## src/rtl/pmt_map.svh

```systemverilog
`ifndef PMT_MAP_SVH
`define PMT_MAP_SVH
// Register offsets (word index on the register port)
`define PMT_OFF_CTRL 8'h00
`define PMT_OFF_MAIN_PER 8'h01
`define PMT_OFF_MAIN_CMP0 8'h02
`define PMT_OFF_SEC_PER 8'h05
`define PMT_OFF_SEC_CMP_SH 8'h06
`define PMT_OFF_SEC_CMP 8'h07
`define PMT_OFF_CHAN 8'h08
`define PMT_OFF_MOD 8'h09
`define PMT_OFF_SEC_OUT 8'h0A
`define PMT_OFF_PATTERN 8'h0B
`define PMT_OFF_TRAP 8'h0C
`define PMT_OFF_STATUS 8'h0D
`define PMT_OFF_COUNT 8'h0E
// Control register fields
`define PMT_CTRL_MAIN_RUN 0
`define PMT_CTRL_MAIN_SS 1
`define PMT_CTRL_MAIN_CENTER 2
`define PMT_CTRL_MAIN_STE 3
`define PMT_CTRL_SEC_RUN 4
`define PMT_CTRL_SEC_SS 5
`define PMT_CTRL_SEC_STE 6
`define PMT_CTRL_TRIG_EV 8
`define PMT_CTRL_TRIG_DIR 12
// Channel, modulation and second-output fields
`define PMT_CHAN_MODE 0
`define PMT_CHAN_OUT_SEL 16
`define PMT_MOD_MAIN_EN 0
`define PMT_MOD_SEC_EN 8
`define PMT_MOD_PSL 16
`define PMT_SOUT_PS 0
`define PMT_SOUT_IM 1
`define PMT_SOUT_PSL 2
`define PMT_SOUT_OE 3
// Pattern register fields
`define PMT_PAT_SHADOW 0
`define PMT_PAT_ACTIVE 8
`define PMT_PAT_REQ 16
`define PMT_PAT_REM 17
`define PMT_PAT_SW_SEL 18
`define PMT_PAT_SW_SYN 22
`define PMT_PAT_EN 24
// Trap register fields
`define PMT_TRAP_PEN 0
`define PMT_TRAP_M2 1
`define PMT_TRAP_SYNC 2
`define PMT_TRAP_OE 4
`define PMT_TRAP_FLAG 16
`define PMT_TRAP_STATE 17
// Codes
`define PMT_MODE_HYST 4'h9
`define PMT_SW_MAIN_PM 3'h1
`define PMT_SW_MAIN_OM 3'h2
`define PMT_SW_SEC_PM 3'h3
`define PMT_SW_CH1_CM 3'h4
`define PMT_SW_HALL 3'h5
`define PMT_SYN_DIRECT 2'h0
`define PMT_SYN_MAIN_ZM 2'h1
`define PMT_SYN_SEC_ZM 2'h2
`define PMT_TSYN_NONE 2'h0
`define PMT_TSYN_MAIN 2'h1
`define PMT_TSYN_SEC 2'h2
`define PMT_TRIG_PM 3'h3
`define PMT_TRIG_ZM 3'h4
`define PMT_TRIG_OM 3'h5
`define PMT_DIR_ANY 2'h0
`define PMT_DIR_UP 2'h1
`define PMT_DIR_DOWN 2'h2
// Reset values
`define PMT_RST_CNT 16'h0000
`define PMT_RST_WORD 32'h0000_0000
`endif

```

## src/rtl/pmt_pkg.sv

```systemverilog
package pmt_pkg;
   typedef struct packed {
      logic [7:0] addr;
      logic [31:0] wdata;
      logic wr;
      logic rd;
   } pmt_bus_t;

   typedef struct packed {
      logic [15:0] main_cnt;
      logic main_dn, main_run, main_ss, main_center, main_ste;
      logic [15:0] main_per, main_per_sh;
      logic [2:0][15:0] main_cmp, main_cmp_sh;
      logic [2:0] ch_state;
      logic [2:0][3:0] ch_mode;
      logic [5:0] main_en, sec_en, out_sel, passive_level_field;
      logic [15:0] sec_cnt;
      logic sec_run, sec_ss, sec_ste;
      logic [15:0] sec_per, sec_per_sh, sec_cmp, sec_cmp_sh;
      logic sec_state, sec_ps, sec_ps_sh, sec_im, sec_im_sh, sec_psl, sec_psl_sh, sec_oe;
      logic [2:0] trig_ev;
      logic [1:0] trig_dir;
      logic [5:0] pat, pat_sh;
      logic rem, pat_en;
      logic [2:0] sw_sel;
      logic [1:0] sw_syn;
      logic trap_pen, trap_m2;
      logic [1:0] trap_sync;
      logic [6:0] trap_oe;
      logic trap_flag, trap_state;
      logic [5:0] pwm;
      logic pin;
      logic [31:0] rdata;
   } pmt_state_t;
endpackage

```

## src/rtl/pmt_top.sv

```systemverilog
`timescale 1ns/100ps
`default_nettype none
`include "pmt_map.svh"
// Operation
// - Single-shot end of main period stops main timer and clears all channel states.
// - Hysteresis mode clears channel compare state while its position input is low.
// - Hysteresis mode with position low drives both channel outputs passive.
// - Hysteresis mode sets channel compare state only while position input is high.
// - Second timer has one compare channel and counts up, edge-aligned style.
// - Second shadow transfer copies compare shadow to active; software writes shadow only.
// - Second passive select, invert and passive level are shadowed, read as active.
// - Second compare set and zero clear act only while second timer runs.
// - Separate active-state selects for internal modulation and second output pin.
// - Selected main timer event sets second timer run bit.
// - Pattern mode lets an output be active only where its pattern bit is one.
// - Selected switching event sets reminder flag outside direct mode; pattern transfer clears it.
// - Pending reminder transfers pattern at sync event, or immediately in direct mode.
// - Pattern write with transfer request sets the reminder flag, except in direct mode.
// - Request events: main period up, one down, second period, ch1 compare, hall.
// - Sync events: main zero-match counting up, second zero-match.
// - Enabled active trap input enters trap state at once, forcing selected outputs passive.
// - Software setting trap input flag also enters trap state.
// - Trap flag clears by itself when input inactive, or by software in mode 2.
// - Trap state leaves at selected event: main, second period, or unsynchronised.
// - Output drives passive level when inactive and its inverse when active.
// - All seven outputs are registered on the peripheral clock.
// - Shadow transfer enable clears itself after its transfer.
module pmt_top (
   input wire logic i_sys_clk,              // Peripheral clock
   input wire logic i_rst_n,                // Asynchronous reset, active low
   input wire logic i_clk_en,               // Freezes all state while low
   input wire pmt_pkg::pmt_bus_t i_bus,     // Register request
   output logic [31:0] o_rdata,             // Read data, cycle after read
   input wire logic [2:0] i_position_input, // Per-channel position inputs
   input wire logic i_trap_input_n,         // Trap input, active low
   input wire logic i_correct_hall_event,   // Correct hall event pulse
   output logic [5:0] o_pwm,                // Main outputs, two per channel, active state chosen per bit by out_sel
   output logic o_second_pwm_pin            // Second timer output pin
);
   import pmt_pkg::*;

   pmt_state_t st_reg;
   pmt_state_t st_next;
   logic m_pm, m_om, m_zm_up, m_end, sc_pm, sc_zm, sc_cm;
   logic [2:0] m_cm;
   logic trig_hit, dir_ok, sw_ev, sync_ev, trap_in, trap_sw_set, trap_sw_clr, trap_exit_ev, trap_now;
   logic main_xfer, sec_xfer, req_set, pat_xfer, mod13;

   function automatic logic wr_at(input pmt_bus_t b, input logic [7:0] off);
      return b.wr && (b.addr == off);
   endfunction

   function automatic logic [31:0] rd_word(input pmt_state_t s, input logic [7:0] a);
      logic [31:0] w;
      w = `PMT_RST_WORD;
      unique case (a)
         `PMT_OFF_CTRL: begin
            w[`PMT_CTRL_MAIN_RUN] = s.main_run;
            w[`PMT_CTRL_MAIN_SS] = s.main_ss;
            w[`PMT_CTRL_MAIN_CENTER] = s.main_center;
            w[`PMT_CTRL_MAIN_STE] = s.main_ste;
            w[`PMT_CTRL_SEC_RUN] = s.sec_run;
            w[`PMT_CTRL_SEC_SS] = s.sec_ss;
            w[`PMT_CTRL_SEC_STE] = s.sec_ste;
            w[`PMT_CTRL_TRIG_EV +: 3] = s.trig_ev;
            w[`PMT_CTRL_TRIG_DIR +: 2] = s.trig_dir;
         end
         `PMT_OFF_MAIN_PER: w[15:0] = s.main_per;
         `PMT_OFF_MAIN_CMP0: w[15:0] = s.main_cmp[0];
         `PMT_OFF_MAIN_CMP0 + 8'h01: w[15:0] = s.main_cmp[1];
         `PMT_OFF_MAIN_CMP0 + 8'h02: w[15:0] = s.main_cmp[2];
         `PMT_OFF_SEC_PER: w[15:0] = s.sec_per;
         `PMT_OFF_SEC_CMP_SH: w[15:0] = s.sec_cmp_sh;
         `PMT_OFF_SEC_CMP: w[15:0] = s.sec_cmp;
         `PMT_OFF_CHAN: begin
            w[`PMT_CHAN_MODE +: 12] = s.ch_mode;
            w[`PMT_CHAN_OUT_SEL +: 6] = s.out_sel;
         end
         `PMT_OFF_MOD: begin
            w[`PMT_MOD_MAIN_EN +: 6] = s.main_en;
            w[`PMT_MOD_SEC_EN +: 6] = s.sec_en;
            w[`PMT_MOD_PSL +: 6] = s.passive_level_field;
         end
         `PMT_OFF_SEC_OUT: begin
            w[`PMT_SOUT_PS] = s.sec_ps;
            w[`PMT_SOUT_IM] = s.sec_im;
            w[`PMT_SOUT_PSL] = s.sec_psl;
            w[`PMT_SOUT_OE] = s.sec_oe;
         end
         `PMT_OFF_PATTERN: begin
            w[`PMT_PAT_SHADOW +: 6] = s.pat_sh;
            w[`PMT_PAT_ACTIVE +: 6] = s.pat;
            w[`PMT_PAT_REM] = s.rem;
            w[`PMT_PAT_SW_SEL +: 3] = s.sw_sel;
            w[`PMT_PAT_SW_SYN +: 2] = s.sw_syn;
            w[`PMT_PAT_EN] = s.pat_en;
         end
         `PMT_OFF_TRAP: begin
            w[`PMT_TRAP_PEN] = s.trap_pen;
            w[`PMT_TRAP_M2] = s.trap_m2;
            w[`PMT_TRAP_SYNC +: 2] = s.trap_sync;
            w[`PMT_TRAP_OE +: 7] = s.trap_oe;
            w[`PMT_TRAP_FLAG] = s.trap_flag;
            w[`PMT_TRAP_STATE] = s.trap_state;
         end
         `PMT_OFF_STATUS: w[3:0] = {s.sec_state, s.ch_state};
         `PMT_OFF_COUNT: w = {s.sec_cnt, s.main_cnt};
         default: w = `PMT_RST_WORD;
      endcase
      return w;
   endfunction

   // Timer events, all qualified by the run bits
   always_comb begin
      m_pm = st_reg.main_run && !st_reg.main_dn && (st_reg.main_cnt == st_reg.main_per);
      m_om = st_reg.main_run && st_reg.main_center && st_reg.main_dn && (st_reg.main_cnt == 16'h0001);
      m_zm_up = st_reg.main_run && !st_reg.main_dn && (st_reg.main_cnt == 16'h0000);
      m_end = st_reg.main_center ? m_om : m_pm;
      for (int i = 0; i < 3; i++) begin
         m_cm[i] = st_reg.main_run && (st_reg.main_cnt == st_reg.main_cmp[i]);
      end
      sc_pm = st_reg.sec_run && (st_reg.sec_cnt == st_reg.sec_per);
      sc_zm = st_reg.sec_run && (st_reg.sec_cnt == 16'h0000);
      sc_cm = st_reg.sec_run && (st_reg.sec_cnt == st_reg.sec_cmp);
      unique case (st_reg.trig_dir)
         `PMT_DIR_UP: dir_ok = !st_reg.main_dn;
         `PMT_DIR_DOWN: dir_ok = st_reg.main_dn;
         `PMT_DIR_ANY: dir_ok = 1'h1;
         default: dir_ok = 1'h0;
      endcase
      unique case (st_reg.trig_ev)
         3'h0, 3'h1, 3'h2: trig_hit = m_cm[st_reg.trig_ev[1:0]];
         `PMT_TRIG_PM: trig_hit = m_pm;
         `PMT_TRIG_ZM: trig_hit = st_reg.main_run && (st_reg.main_cnt == 16'h0000);
         `PMT_TRIG_OM: trig_hit = m_om;
         default: trig_hit = 1'h0;
      endcase
      trig_hit = trig_hit && dir_ok;
      unique case (st_reg.sw_sel)
         `PMT_SW_MAIN_PM: sw_ev = m_pm;
         `PMT_SW_MAIN_OM: sw_ev = m_om;
         `PMT_SW_SEC_PM: sw_ev = sc_pm;
         `PMT_SW_CH1_CM: sw_ev = m_cm[1];
         `PMT_SW_HALL: sw_ev = i_correct_hall_event;
         default: sw_ev = 1'h0;
      endcase
      unique case (st_reg.sw_syn)
         `PMT_SYN_MAIN_ZM: sync_ev = m_zm_up;
         `PMT_SYN_SEC_ZM: sync_ev = sc_zm;
         default: sync_ev = 1'h0;
      endcase
      unique case (st_reg.trap_sync)
         `PMT_TSYN_MAIN: trap_exit_ev = m_end;
         `PMT_TSYN_SEC: trap_exit_ev = sc_pm;
         default: trap_exit_ev = 1'h1;
      endcase
      trap_in = st_reg.trap_pen && !i_trap_input_n;
      trap_sw_set = wr_at(i_bus, `PMT_OFF_TRAP) && i_bus.wdata[`PMT_TRAP_FLAG];
      trap_sw_clr = wr_at(i_bus, `PMT_OFF_TRAP) && !i_bus.wdata[`PMT_TRAP_FLAG];
      trap_now = st_reg.trap_state || trap_in || trap_sw_set;
      main_xfer = st_reg.main_ste && (!st_reg.main_run || m_end || (st_reg.main_center && m_pm));
      sec_xfer = st_reg.sec_ste && (!st_reg.sec_run || sc_pm);
      req_set = sw_ev || (wr_at(i_bus, `PMT_OFF_PATTERN) && i_bus.wdata[`PMT_PAT_REQ]);
      pat_xfer = (st_reg.sw_syn == `PMT_SYN_DIRECT) ? (st_reg.rem || req_set) : (st_reg.rem && sync_ev);
      mod13 = st_reg.sec_state ^ st_reg.sec_im;
   end

   always_comb begin
      logic set_c, clr_c, act;
      set_c = 1'h0;
      clr_c = 1'h0;
      act = 1'h0;
      st_next = st_reg;
      // Main timer counting, edge- or center-aligned
      if (st_reg.main_run) begin
         if (!st_reg.main_center) begin
            st_next.main_cnt = m_pm ? `PMT_RST_CNT : st_reg.main_cnt + 16'h0001;
         end else if (!st_reg.main_dn) begin
            if (m_pm) begin
               st_next.main_dn = (st_reg.main_per != 16'h0000);
               st_next.main_cnt = (st_reg.main_per != 16'h0000) ? st_reg.main_cnt - 16'h0001 : `PMT_RST_CNT;
            end else begin
               st_next.main_cnt = st_reg.main_cnt + 16'h0001;
            end
         end else if (st_reg.main_cnt <= 16'h0001) begin
            st_next.main_dn = 1'h0;
            st_next.main_cnt = `PMT_RST_CNT;
         end else begin
            st_next.main_cnt = st_reg.main_cnt - 16'h0001;
         end
      end
      for (int i = 0; i < 3; i++) begin
         if (st_reg.main_center) begin
            set_c = m_cm[i] && !st_reg.main_dn;
            clr_c = m_cm[i] && st_reg.main_dn;
         end else begin
            set_c = m_cm[i];
            clr_c = m_pm && !m_cm[i];
         end
         if ((st_reg.ch_mode[i] == `PMT_MODE_HYST) && !i_position_input[i]) begin
            set_c = 1'h0;
            clr_c = 1'h1;
         end
         if (set_c) begin
            st_next.ch_state[i] = 1'h1;
         end else if (clr_c) begin
            st_next.ch_state[i] = 1'h0;
         end
      end
      if (st_reg.main_ss && m_end) begin
         st_next.main_run = 1'h0;
         st_next.ch_state = 3'h0;
         st_next.main_cnt = `PMT_RST_CNT;
         st_next.main_dn = 1'h0;
      end
      if (main_xfer) begin
         st_next.main_per = st_reg.main_per_sh;
         st_next.main_cmp = st_reg.main_cmp_sh;
         st_next.main_ste = 1'h0;
      end
      // Second timer: up-only, one compare channel
      if (st_reg.sec_run) begin
         st_next.sec_cnt = sc_pm ? `PMT_RST_CNT : st_reg.sec_cnt + 16'h0001;
      end
      if (sc_cm) begin
         st_next.sec_state = 1'h1;
      end else if (sc_zm) begin
         st_next.sec_state = 1'h0;
      end
      if (st_reg.sec_ss && sc_pm) begin
         st_next.sec_run = 1'h0;
         st_next.sec_state = 1'h0;
         st_next.sec_cnt = `PMT_RST_CNT;
      end
      if (trig_hit) begin
         st_next.sec_run = 1'h1;
      end
      if (sec_xfer) begin
         st_next.sec_per = st_reg.sec_per_sh;
         st_next.sec_cmp = st_reg.sec_cmp_sh;
         st_next.sec_ps = st_reg.sec_ps_sh;
         st_next.sec_im = st_reg.sec_im_sh;
         st_next.sec_psl = st_reg.sec_psl_sh;
         st_next.sec_ste = 1'h0;
      end
      // Pattern reminder; a new request in the transfer cycle survives
      if (pat_xfer) begin
         st_next.pat = st_reg.pat_sh;
      end
      st_next.rem = (st_reg.sw_syn == `PMT_SYN_DIRECT) ? 1'h0 : ((st_reg.rem && !pat_xfer) || req_set);
      // Trap flag: set wins over both clear paths
      if (trap_in || trap_sw_set) begin
         st_next.trap_flag = 1'h1;
      end else if (st_reg.trap_m2 ? trap_sw_clr : 1'h1) begin
         st_next.trap_flag = 1'h0;
      end
      if (trap_in || trap_sw_set) begin
         st_next.trap_state = 1'h1;
      end else if (!st_reg.trap_flag && trap_exit_ev) begin
         st_next.trap_state = 1'h0;
      end
      // Output modulation, registered before the pins
      for (int x = 0; x < 6; x++) begin
         act = (st_reg.main_en[x] || st_reg.sec_en[x] || st_reg.pat_en)
            && (!st_reg.main_en[x] || (st_reg.ch_state[x / 2] == st_reg.out_sel[x]))
            && (!st_reg.sec_en[x] || mod13)
            && (!st_reg.pat_en || st_reg.pat[x])
            && !(trap_now && st_reg.trap_oe[x])
            && !((st_reg.ch_mode[x / 2] == `PMT_MODE_HYST) && !i_position_input[x / 2]);
         st_next.pwm[x] = st_reg.passive_level_field[x] ^ act;
      end
      act = st_reg.sec_oe && (st_reg.sec_state == st_reg.sec_ps) && !(trap_now && st_reg.trap_oe[6]);
      st_next.pin = st_reg.sec_psl ^ act;
      // Software writes
      if (wr_at(i_bus, `PMT_OFF_CTRL)) begin
         st_next.main_run = i_bus.wdata[`PMT_CTRL_MAIN_RUN];
         st_next.main_ss = i_bus.wdata[`PMT_CTRL_MAIN_SS];
         st_next.main_center = i_bus.wdata[`PMT_CTRL_MAIN_CENTER];
         st_next.main_ste = i_bus.wdata[`PMT_CTRL_MAIN_STE] || st_next.main_ste;
         st_next.sec_run = i_bus.wdata[`PMT_CTRL_SEC_RUN] || trig_hit;
         st_next.sec_ss = i_bus.wdata[`PMT_CTRL_SEC_SS];
         st_next.sec_ste = i_bus.wdata[`PMT_CTRL_SEC_STE] || st_next.sec_ste;
         st_next.trig_ev = i_bus.wdata[`PMT_CTRL_TRIG_EV +: 3];
         st_next.trig_dir = i_bus.wdata[`PMT_CTRL_TRIG_DIR +: 2];
      end
      if (wr_at(i_bus, `PMT_OFF_MAIN_PER)) begin
         st_next.main_per_sh = i_bus.wdata[15:0];
      end
      for (int i = 0; i < 3; i++) begin
         if (wr_at(i_bus, `PMT_OFF_MAIN_CMP0 + 8'(i))) begin
            st_next.main_cmp_sh[i] = i_bus.wdata[15:0];
         end
      end
      if (wr_at(i_bus, `PMT_OFF_SEC_PER)) begin
         st_next.sec_per_sh = i_bus.wdata[15:0];
      end
      if (wr_at(i_bus, `PMT_OFF_SEC_CMP_SH)) begin
         st_next.sec_cmp_sh = i_bus.wdata[15:0];
      end
      if (wr_at(i_bus, `PMT_OFF_CHAN)) begin
         st_next.ch_mode = i_bus.wdata[`PMT_CHAN_MODE +: 12];
         st_next.out_sel = i_bus.wdata[`PMT_CHAN_OUT_SEL +: 6];
      end
      if (wr_at(i_bus, `PMT_OFF_MOD)) begin
         st_next.main_en = i_bus.wdata[`PMT_MOD_MAIN_EN +: 6];
         st_next.sec_en = i_bus.wdata[`PMT_MOD_SEC_EN +: 6];
         st_next.passive_level_field = i_bus.wdata[`PMT_MOD_PSL +: 6];
      end
      if (wr_at(i_bus, `PMT_OFF_SEC_OUT)) begin
         st_next.sec_ps_sh = i_bus.wdata[`PMT_SOUT_PS];
         st_next.sec_im_sh = i_bus.wdata[`PMT_SOUT_IM];
         st_next.sec_psl_sh = i_bus.wdata[`PMT_SOUT_PSL];
         st_next.sec_oe = i_bus.wdata[`PMT_SOUT_OE];
      end
      if (wr_at(i_bus, `PMT_OFF_PATTERN)) begin
         st_next.pat_sh = i_bus.wdata[`PMT_PAT_SHADOW +: 6];
         st_next.sw_sel = i_bus.wdata[`PMT_PAT_SW_SEL +: 3];
         st_next.sw_syn = i_bus.wdata[`PMT_PAT_SW_SYN +: 2];
         st_next.pat_en = i_bus.wdata[`PMT_PAT_EN];
         if (pat_xfer && (st_reg.sw_syn == `PMT_SYN_DIRECT)) begin
            st_next.pat = i_bus.wdata[`PMT_PAT_SHADOW +: 6];
         end
      end
      if (wr_at(i_bus, `PMT_OFF_TRAP)) begin
         st_next.trap_pen = i_bus.wdata[`PMT_TRAP_PEN];
         st_next.trap_m2 = i_bus.wdata[`PMT_TRAP_M2];
         st_next.trap_sync = i_bus.wdata[`PMT_TRAP_SYNC +: 2];
         st_next.trap_oe = i_bus.wdata[`PMT_TRAP_OE +: 7];
      end
      st_next.rdata = i_bus.rd ? rd_word(st_reg, i_bus.addr) : `PMT_RST_WORD;
   end

   always_ff @(posedge i_sys_clk or negedge i_rst_n) begin
      if (!i_rst_n) begin
         st_reg <= '0;
      end else if (i_clk_en) begin
         st_reg <= st_next;
      end
   end

   assign o_pwm = st_reg.pwm;
   assign o_second_pwm_pin = st_reg.pin;
   assign o_rdata = st_reg.rdata;
endmodule
`default_nettype wire

```

## config.mk

```make
export PLATFORM = sky130hd
export DESIGN_NAME = pmt_top
export DESIGN_NICKNAME = d
export VERILOG_FILES = /design/src/rtl/pmt_pkg.sv /design/src/rtl/pmt_top.sv
export VERILOG_INCLUDE_DIRS = /design/src /design/src/rtl
export SDC_FILE = /design/constraint.sdc
export NUM_CORES = 1
export LEC_CHECK = 0
export ABC_AREA = 0
export BUFFER_PORTS_ARGS = -buffer_cell sky130_fd_sc_hd__buf_2
export CELL_PAD_IN_SITES_DETAIL_PLACEMENT = 0
export CELL_PAD_IN_SITES_GLOBAL_PLACEMENT = 1
export CORE_MARGIN = 4
export CORE_UTILIZATION = 45
export DETAILED_ROUTE_END_ITERATION = 12
export GPL_TIMING_DRIVEN = 0
export PLACE_DENSITY = 0.84
export SETUP_SLACK_MARGIN = 0.2
export SLEW_MARGIN = 5
export SYNTH_ARGS = -nofsm -noshare
export SYNTH_HDL_FRONTEND = slang
export SYNTH_SLANG_ARGS = --single-unit
```

## constraint.sdc

```tcl
create_clock -name i_sys_clk -period 2.5 [get_ports i_sys_clk]
set_input_delay 0.375 -clock i_sys_clk [delete_from_list [all_inputs] [get_ports i_sys_clk]]
set_output_delay 0.375 -clock i_sys_clk [all_outputs]
set_load 0.02 [all_outputs]
```

==> impl_metrics.yaml, run 1 <==
setup_path:
  cp_slowest_cell: "or3_4"
  crit_buf_inv: 4
  path_class: "flop to flop"
  critPathMaxFanout: 6
  worstReg2RegEnd: "st_reg[69]"
  path_delay_family: "compound AO/OA/AOI/OAI gates"
  r2r_slack_ns: -0.29
  crit_path_required_time_ns: 2.94
  worstPathArrival_ns: 3.23
  critical_path.cell_chain: "buf_8, or3_4, nor4_4, buf_4, nand4_1, buf_6, o32a_1, o211a_1, a21oi_4, buf_12, mux2_4"
  critical_path.endpoint_type: "flop"
  timing.critical_path.slowest_cell_delay_ns: 0.41
  ff2ff_path_depth: 11
  cp_num_cells: 11
  worst_setup_path_start_kind: "flop"
  worst_reg2reg_path_startpoint: "st_reg[345]"
global_routing:
  grt_max_degree: 124
  gr-usage-all-layers_pct: 32.06
  wire_length_of_the_first_global_routing_pass_mm: 103.2
  global_route.overflow_total: 0
  number_of_antenna_violations_at_the_first_check_in_global_routing: 2
  first_global_vias: 14725
min_path:
  hp-start: "i_bus[24]"
  hold_path_class: "primary input to flop"
  min_delay_path_depth: 3
  min_to: "st_reg[52]"
synthesis:
  synth-seq-cells: 355
  synth_enable_flop_cells: 0
  synth.top_cells.by_area: "dfrtp_1, mux2_2, xor2_1"
  synthesized_netlist_net_count: 1711
  ys_seq_area_share_pct: 49.12
  synthArstFlopShare_pct: 100.0
  synth_cell_types: 68
  synth_cell_area_um2: 18080
  number_of_warnings_issued_by_yosys: 0
  synthesis.area_per_instance_um2: 10.96
  syn-instance-count: 1650
  synth_top_flop_cell: "dfrtp_1"
  synth.largest_area_cell: "dfrtp_1"
  post-synth-top-area-fraction_pct: 49.12
finish:
  register_area_um2: 8891
  layout_cells_sized_above_1_pct: 36.13
  antennaDiodeCount: 0
  largest_register_ffs: 316
  area_growth_pct: 24.70
  final.fill_count: 3412
  summed_area_of_non_filler_cells_in_the_final_layout_um2: 22550
  nets: 1915
  multiInputGateArea_um2: 9051
power_and_ir_drop:
  power_frac_clock_pct: 45.3
  power_frac_comb_pct: 10.4
  powerDensity_nw_per_um2: 597.5
  post-layout-total-power_mw: 13.47
  worst_ir_drop_vdd_mv: 0.6204
  p_int_mw: 9.976
  switchingPower_mw: 3.498
  power_frac_seq_pct: 44.3
  leakage_power_total_nw: 11.05
  switching_share_pct: 25.96
clock_network:
  cts_max_path_buffers: 3
  cts.sink_count: 355
  cts.root.buffer_cell: "clkbuf_16"
  clock_latency_ns: 0.58
  cts_made_buffers: 40
  clkTransAtPathRegs_ns: 0.07
  cts_tree: "built"
  clock_tree.htree_level_count: 2
timing:
  final.min_clock_period_ns: 2.794
  final.setup.worst_slack_ns: -0.2940
  totalNegativeSetupSlack_ns: -14.49
  worst_margin_slew_ns: 1.184
  fmax_mhz: 357.9
  rsz0062_at_grt: "true"
  setup_failing_eps_final: 85
  slew_headroom_pct: 20.47
  slew_violations: 0
  fin_crit_sh_pct: 111.8
  hold_viol: 0
  clock-skew-final_ns: 0.03564
drt:
  wire_per_inst_um: 29.84
  totalWireLength_mm: 71.82
  route.antenna.remaining_nets: 0
  vias: 15156
  post-route-drc-count: 0
  drt_iter0_drc: 1761
  routed_via_density: 6.297
  drt_first_pass_iters: 7
placed_design:
  detailed_placement_wirelength_estimate_mm: 51.52
  routabilityCongestion: 1.001
  port-buffer-count: 77
  post_placement_cell_area_um2: 19370
die:
  io-pin-count: 89
  core_area_um2: 39730
  placement_rows: 73
  fp.dieW_um: 208.5
  initial_cell_density_of_the_core_pct: 45.51
  die_height_um: 208.5
  design.die.area_um2: 43460
job:
  maxCapViolations: 0
status:
  outcome: "complete, but fails checks"
  violations: "negative setup slack"
==> stage by stage <==
stage,util (%),std cells,hold slack [ns],worst slack (ns)
2_1_floorplan,-,1650,0.07941,-0.1148
3_3_place_gp,48.51,2252,0.4570,-5.720
3_5_place_dp,48.74,2255,0.2181,-1.403
4_1_cts,54.98,2376,0.002903,-0.3365
5_1_grt,56.76,2407,0.04576,-0.3286
6_report,56.76,2407,0.02113,-0.2940
==> cells in the mapped netlist (all sizes together), types with 3 or more instances <==
| library cell | n |
|---|---|
| o2bb2ai | 21 |
| o221ai | 3 |
| buf | 72 |
| a222oi | 11 |
| ha | 11 |
| inv | 28 |
| a31oi | 14 |
| a22o | 21 |
| o22ai | 8 |
| xor2 | 90 |
| nor2 | 84 |
| mux2i | 16 |
| o211ai | 5 |
| nand4 | 19 |
| and4 | 5 |
| dfrtp | 355 |
| a221oi | 11 |
| mux4 | 5 |
| a22oi | 61 |
| and2 | 12 |
| nor2b | 8 |
| o32ai | 6 |
| a221o | 7 |
| mux2 | 227 |
| and3 | 17 |
| nand3 | 36 |
| a32o | 8 |
| nor3 | 23 |
| nand2 | 143 |
| or3 | 5 |
| a21boi | 4 |
| a21o | 10 |
| or2 | 3 |
| nor4 | 33 |
| xnor2 | 35 |
| o21ai | 77 |
| or4 | 6 |
| clkbuf | 84 |
| a21oi | 40 |
| o31ai | 5 |
==> worst min-delay path, cell delays in order <==
cell and delay (ns):
buf_2 0.09, nand2_1 0.04, o21ai_0 0.06
==> cells in the final DEF (no fill, tap or decap), types with 30 or more instances in the layout <==
cell,n
a21oi_1,35
a22oi_1,61
buf_2,87
buf_4,98
buf_6,35
clkbuf_1,32
clkbuf_16,44
dfrtp_1,349
mux2_2,187
mux2_4,40
nand2_1,139
nand3_1,30
nor2_1,75
o21ai_0,73
xor2_1,90
==> final cells by class <==
type / count / share of cell area [%]
Buffer: 155 / 5.310
Multi-Input combinational cell: 1111 / 40.14
Clock buffer: 56 / 5.243
Sequential cell: 355 / 39.43
Inverter: 28 / 0.4661
Tap cell: 525 / 2.913
Clock inverter: 14 / 0.8711
Timing Repair Buffer: 163 / 5.632
==> power by group through the flow <==
| stage | clock, mW | combinational [mW] | sequential, mW |
|---|---|---|---|
| after global routing | 6.41 | 1.48 | 5.97 |
| after detailed placement | 0 | 1.15 | 6.06 |
| after CTS | 6.15 | 1.32 | 5.96 |
| after global placement | 0 | 1.12 | 6.06 |
| final | 6.10 | 1.40 | 5.97 |
| after floorplan | 0 | 0.629 | 6.02 |
==> kinds of logic (layout without fill, tap and decap cells) <==
| logic type | count (synthesis) | in the layout | synth area share [%] |
|---|---|---|---|
| flip-flops | 355 | 355 | 49.12 |
| multiplexers | 248 | 248 | 15.64 |
| AO/OA/AOI/OAI | 325 | 325 | 12.70 |
| buffers and inverters | 184 | 416 | 4.809 |
| XOR/XNOR | 125 | 125 | 6.054 |
| AND/OR/NAND/NOR | 402 | 402 | 10.90 |
| adder cells (fa/ha/maj) | 11 | 11 | 0.7611 |
==> metal layers <==
metal | vias up | track usage (%) | part of all wire (%)
met5 | - | 0 | 0.018
met4 | 2 | 10.94 | 4.1
met3 | 181 | 9.273 | 11
met2 | 914 | 48.15 | 44
met1 | 7684 | 44.85 | 41
li1 | 6375 | - | -
==> repair_timing <==
item                                    4_1_cts  5_1_grt
pin swaps                                    25       39
hold buffers                                  1        0
gates cloned                                  5        2
hold endpoints to repair                     14        0
resized for setup                           187      142
setup buffers                                46       29
endpoints found under the setup margin      253      186
==> worst max-delay path by stage <==
stage | start | slack [ns] | end
floorplan | st_reg[343] | -0.11 | st_reg[65]
global placement | i_rst_n | -5.72 | st_reg[60]
detailed placement | i_bus[35] | -1.40 | o_rdata[1]
CTS | st_reg[344] | -0.34 | st_reg[66]
global route | st_reg[344] | -0.33 | st_reg[69]
finish | st_reg[345] | -0.29 | st_reg[69]
Power figures use the tool's default switching activity.
==> inputs of run 2 (changes only) <==
Settings changed: SKIP_LAST_GASP set to 1.
==> run 2 against run 1 <==
  * The flow still finishes with violations (negative setup slack)
  * Total power rose by 0.48%
  * Via count rose by 0.76%
  * Non-clock buffer count increased by 23
  * Combinational power rose by 5%
  * Register-to-register slack improved by 0.03 ns
  * Critical endpoint is now st_reg[70]
==> impl_metrics.yaml, run 2 (synthesis results as in run 1) <==
status:
  outcome: "complete, but fails checks"
  violations: "negative setup slack"
setup_path:
  critPathMaxFanout: 6
  critical_path.endpoint_type: "flop"
  worst_reg2reg_path_startpoint: "st_reg[344]"
  path_class: "flop to flop"
  setup_crit_start: "st_reg[344]"
  worstPathArrival_ns: 3.20
  worstReg2RegEnd: "st_reg[70]"
  worst_setup_path_start_kind: "flop"
  r2r_slack_ns: -0.26
  ff2ff_path_depth: 13
  crit_path_required_time_ns: 2.94
drt:
  vias: 15271
  wire_per_inst_um: 29.79
  routed_via_density: 6.279
  drt_iter0_drc: 1849
  totalWireLength_mm: 72.45
  post-route-drc-count: 0
  drt_first_pass_iters: 9
  route.antenna.remaining_nets: 0
finish:
  layout_cells_sized_above_1_pct: 37.09
  multiInputGateArea_um2: 8945
  final.fill_count: 3401
  final_common_cell: "dfrtp_1"
  area_growth_pct: 25.66
  register_area_um2: 8891
  largest_register_ffs: 316
  nets: 1939
  stdcell_count: 2432
  leading_cell_types_in_the_layout_fill_and_taps_excluded: "dfrtp_1, mux2_2, nand2_1"
die:
  io-pin-count: 89
  initial_cell_density_of_the_core_pct: 45.51
  fp.dieW_um: 208.5
  die_height_um: 208.5
  placement_rows: 73
  design.die.area_um2: 43460
  core_area_um2: 39730
power_and_ir_drop:
  p_int_mw: 10.02
  power_frac_clock_pct: 45.1
  switchingPower_mw: 3.520
  switching_share_pct: 25.99
  worst_ir_drop_vdd_mv: 0.6016
  post-layout-total-power_mw: 13.54
  powerDensity_nw_per_um2: 595.8
  power_frac_comb_pct: 10.8
  power_frac_seq_pct: 44.1
  leakage_power_total_nw: 11.10
placed_design:
  placed_cells: 2255
  detailed_placement_wirelength_estimate_mm: 51.52
  routabilityCongestion: 1.001
  port-buffer-count: 77
min_path:
  hold_path_class: "primary input to flop"
  min_to: "st_reg[52]"
  hp-start: "i_bus[24]"
  min_delay_path_depth: 3
timing:
  clock-skew-final_ns: 0.03579
  slew_headroom_pct: 21.40
  setup_failing_eps_final: 87
  slew_violations: 0
  fmax_mhz: 361.9
  rsz0062_at_grt: "true"
  worst_margin_slew_ns: 1.170
  final.setup.worst_slack_ns: -0.2631
  hold_viol: 0
  final.min_clock_period_ns: 2.763
  fin_crit_sh_pct: 110.5
global_routing:
  first_global_vias: 14727
  global_route.overflow_total: 0
  number_of_antenna_violations_at_the_first_check_in_global_routing: 2
  wire_length_of_the_first_global_routing_pass_mm: 103.0
  grt_max_degree: 124
  gr-usage-all-layers_pct: 32.01
clock_network:
  cts.sink_count: 355
  clock_tree.htree_level_count: 2
  clock_latency_ns: 0.58
  clkTransAtPathRegs_ns: 0.06
  cts.root.buffer_cell: "clkbuf_16"
  cts_made_buffers: 40
  cts_max_path_buffers: 3
  cts_tree: "built"
job:
  maxCapViolations: 0
[run 2: cell types whose count changed in the layout (fill, tap and decap cells not counted), sizes merged]
cell    previous run  this run
bufbuf             1         0
nand3             36        37
diode              0         1
buf              242       260
clkbuf           130       136
[run 2: worst max-delay path by stage]
stage | cells after the start | slack, ns | end
floorplan | 8 | -0.11 | st_reg[65]
global placement | 1 | -5.72 | st_reg[60]
detailed placement | 9 | -1.40 | o_rdata[1]
CTS | 11 | -0.34 | st_reg[66]
global route | 12 | -0.32 | st_reg[150]
finish | 13 | -0.26 | st_reg[70]
[run 2: repair_timing]
action                     CTS  global route
setup endpoints to repair  253           187
setup buffers               46            47
gates cloned                 5             8
hold endpoints to repair    14             0
hold buffers                 1             0
gates resized for setup    178           127
pin swaps                   25            54
[run 2: layer usage]
metal | track usage (%) | part of all wire (%)
met2 | 48.00 | 44
met3 | 9.680 | 11
met1 | 44.33 | 41
met5 | 0 | 0.018
met4 | 11.44 | 4.4
[run 2: layout make-up]
type	instances	area share, %
multi-input combinational	1112	39.36
sequential	355	39.13
timing repair buffer	186	6.712
buffer	155	5.368
clock buffer	56	5.203
tap	525	2.891
clock inverter	14	0.8644
inverter	28	0.4625
antenna	1	0.01101
[run 2: through the flow]
step	setup TNS [ns]	setup slack, ns	utilization (%)	area [um^2]	hold WS, ns
final	-16.79	-0.2631	57.19	22720	0.02138
after global routing	-20.28	-0.3191	57.19	22720	0.04735
after CTS	-21.73	-0.3365	54.90	21810	0.002903
after detailed placement	-175.78	-1.403	48.74	19370	0.2181
after global placement	-2196.18	-5.720	48.51	19270	0.4570
after floorplan	-0.6891	-0.1148	-	18230	0.07941
[run 2: power groups by stage]
stage	clock network [mW]	registers, mW	logic (mW)
floorplan	0	6.02	0.629
global placement	0	6.06	1.12
detailed placement	0	6.06	1.15
CTS	6.15	5.96	1.31
global route	6.41	5.97	1.54
finish	6.10	5.97	1.47
[run 2: critical path: stages, from the launching register on]
cell and delay [ns]:
dfrtp_1 0.37, buf_6 0.12, buf_6 0.11, buf_6 0.11, buf_4 0.13, xor2_1 0.16
nor4_2 0.14, buf_4 0.17, and3_4 0.22, and3_2 0.27, a31oi_1 0.15, a21oi_4 0.21
buf_12 0.16, mux2_4 0.31
==> inputs of run 3 (changes only) <==
--- a/config.mk
+++ b/config.mk
@@ -16,5 +16,5 @@
 export GPL_TIMING_DRIVEN = 0
 export PLACE_DENSITY = 0.84
-export SETUP_SLACK_MARGIN = 0.2
+export SETUP_SLACK_MARGIN = 0.5
 export SKIP_LAST_GASP = 1
 export SLEW_MARGIN = 5
==> constraint.sdc (replaced) <==
create_clock -name i_sys_clk -period 2.5 [get_ports i_sys_clk]
set_input_delay 0.25 -clock i_sys_clk [delete_from_list [all_inputs] [get_ports i_sys_clk]]
set_output_delay 0.25 -clock i_sys_clk [all_outputs]
set_load 0.02 [all_outputs]
==> run 3 against run 2 <==
  * The flow still finishes with violations (negative setup slack)
  * Routed wire length about the same
  * Setup slack lost 0.037 ns
  * Critical path depth is 6 lower
  * Critical path type unchanged
  * Sequential share of layout area is 0.71 points lower
  * Largest cell class unchanged
==> impl_metrics.yaml, run 3 (synthesis results as in run 1) <==
power_and_ir_drop:
  powerDensity_nw_per_um2: 569.6
  leakage_power_total_nw: 11.26
  post-layout-total-power_mw: 13.20
  worst_ir_drop_vdd_mv: 0.6192
finish:
  post-route-util_pct: 58.31
  final_common_cell: "dfrtp_1"
  largest_register_ffs: 316
  layout_cells_sized_above_1_pct: 39.85
  leading_cell_types_in_the_layout_fill_and_taps_excluded: "dfrtp_1, mux2_2, nand2_1"
  area_growth_pct: 28.12
  nets: 1958
timing:
  fin_crit_sh_pct: 112.0
  final.min_clock_period_ns: 2.800
  hold_viol: 0
  fmax_mhz: 357.1
  slew_violations: 0
  totalNegativeSetupSlack_ns: -12.95
  slew_headroom_pct: 33.85
  final.hold.worst_slack_ns: 0.04832
  clock-skew-final_ns: 0.02966
  final.setup.worst_slack_ns: -0.3001
  rsz0062_at_grt: "true"
  worst_margin_slew_ns: 0.9819
  setup_failing_eps_final: 91
clock_network:
  cts.sink_count: 355
  clock_latency_ns: 0.56
  clock_tree.htree_level_count: 2
  clkTransAtPathRegs_ns: 0.06
  cts.root.buffer_cell: "clkbuf_16"
  cts_tree: "built"
  cts_max_path_buffers: 3
  cts_made_buffers: 40
setup_path:
  crit_path_required_time_ns: 2.95
  timing.critical_path.slowest_cell_delay_ns: 0.56
  crit_buf_inv: 1
  worst_setup_path_start_kind: "flop"
  critPathMaxFanout: 10
  cp_slowest_cell: "mux4_2"
  worstPathArrival_ns: 3.25
  path_class: "flop to flop"
  path_delay_family: "simple AND/OR/NAND/NOR gates"
  critical_path.endpoint_type: "flop"
  r2r_slack_ns: -0.30
  critical_path.cell_chain: "clkbuf_4, xor2_1, nor4_1, nand4_1, mux4_2, or4_1, o2111ai_1"
die:
  core_area_um2: 39730
  design.die.area_um2: 43460
  io-pin-count: 89
  initial_cell_density_of_the_core_pct: 45.51
  placement_rows: 73
  fp.dieW_um: 208.5
  die_height_um: 208.5
drt:
  routed_via_density: 6.297
  post-route-drc-count: 0
  vias: 15428
  drt_first_pass_iters: 6
  drt_iter0_drc: 1727
  totalWireLength_mm: 72.48
  wire_per_inst_um: 29.58
  route.antenna.remaining_nets: 0
status:
  outcome: "complete, but fails checks"
  violations: "negative setup slack"
global_routing:
  global_route.overflow_total: 0
  wire_length_of_the_first_global_routing_pass_mm: 102.8
  gr-usage-all-layers_pct: 31.80
  first_global_vias: 14676
  number_of_antenna_violations_at_the_first_check_in_global_routing: 5
  grt_max_degree: 119
placed_design:
  routabilityCongestion: 1.063
  port-buffer-count: 77
  pre_cts_slack_ns: -0.8715
  detailed_placement_wirelength_estimate_mm: 50.81
min_path:
  hold_path_class: "primary input to flop"
job:
  maxCapViolations: 0
## run 3: cell types whose count changed in the layout (fill, tap and decap cells not counted), moves of 8 or more
cell	previous run	this run
a22oi_1	61	47
dlygate4sd3_1	1	9
buf_6	37	46
o21ai_0	74	66
a22oi_2	0	14
## run 3: area by class of cell
| cell class | count | area [um^2] |
|---|---|---|
| Antenna cell | 3 | 7.507 |
| Buffer | 156 | 1285 |
| Clock buffer | 56 | 1141 |
| Clock inverter | 11 | 111.4 |
| Fill cell | 3277 | 16560 |
| Inverter | 28 | 105.1 |
| Multi-Input combinational cell | 1112 | 9223 |
| Sequential cell | 355 | 8900 |
| Tap cell | 525 | 656.9 |
| Timing Repair Buffer | 204 | 1739 |
## run 3: per-stage QoR
stage               cells  instance area [um^2]
finish               2450                 23170
global route         2447                 23160
CTS                  2390                 22150
detailed placement   2255                 19630
global placement     2252                 19540
floorplan            1650                 18490
## run 3: worst min-delay path, stage by stage
cell and delay [ns]:
buf_2 0.17, nand2_1 0.07, o21ai_0 0.07
## run 3: report_power, final
part / total (mW) / internal, mW / leakage, nW / switching (mW)
registers: 5.98 / 5.86 / 4.87 / 0.120
logic: 1.49 / 0.557 / 5.77 / 0.936
clock network: 5.73 / 3.29 / 0.611 / 2.44
total: 13.2 / 9.71 / 11.3 / 3.49
## run 3: metal layers
metal | routed length (um) | GRT usage (%)
met3 | 7681 | 8.278
met5 | 16 | 0
met2 | 31830 | 48.08
met4 | 4250 | 15.13
met1 | 28710 | 42.92
## run 3: path summary, 6_finish.rpt
kind | from | endpoint | cells after the start
min in group asynchronous | i_rst_n | o_rdata[29] | 2
hold / removal | i_bus[5] | st_reg[49] | 3
setup reg to reg | st_reg[341] | st_reg[150] | 7
setup / recovery | st_reg[341] | st_reg[150] | 7
hold reg to reg | st_reg[305] | st_reg[305] | 2
max in group asynchronous | i_rst_n | st_reg[330] | 4
## run 3: timing repair
item	4_1_cts	5_1_grt
resized for setup	170	167
pin swaps	35	64
buffers inserted	51	53
endpoints found under the setup margin	256	234
hold endpoints to repair	70	0
cloned	8	4
hold buffers	9	0
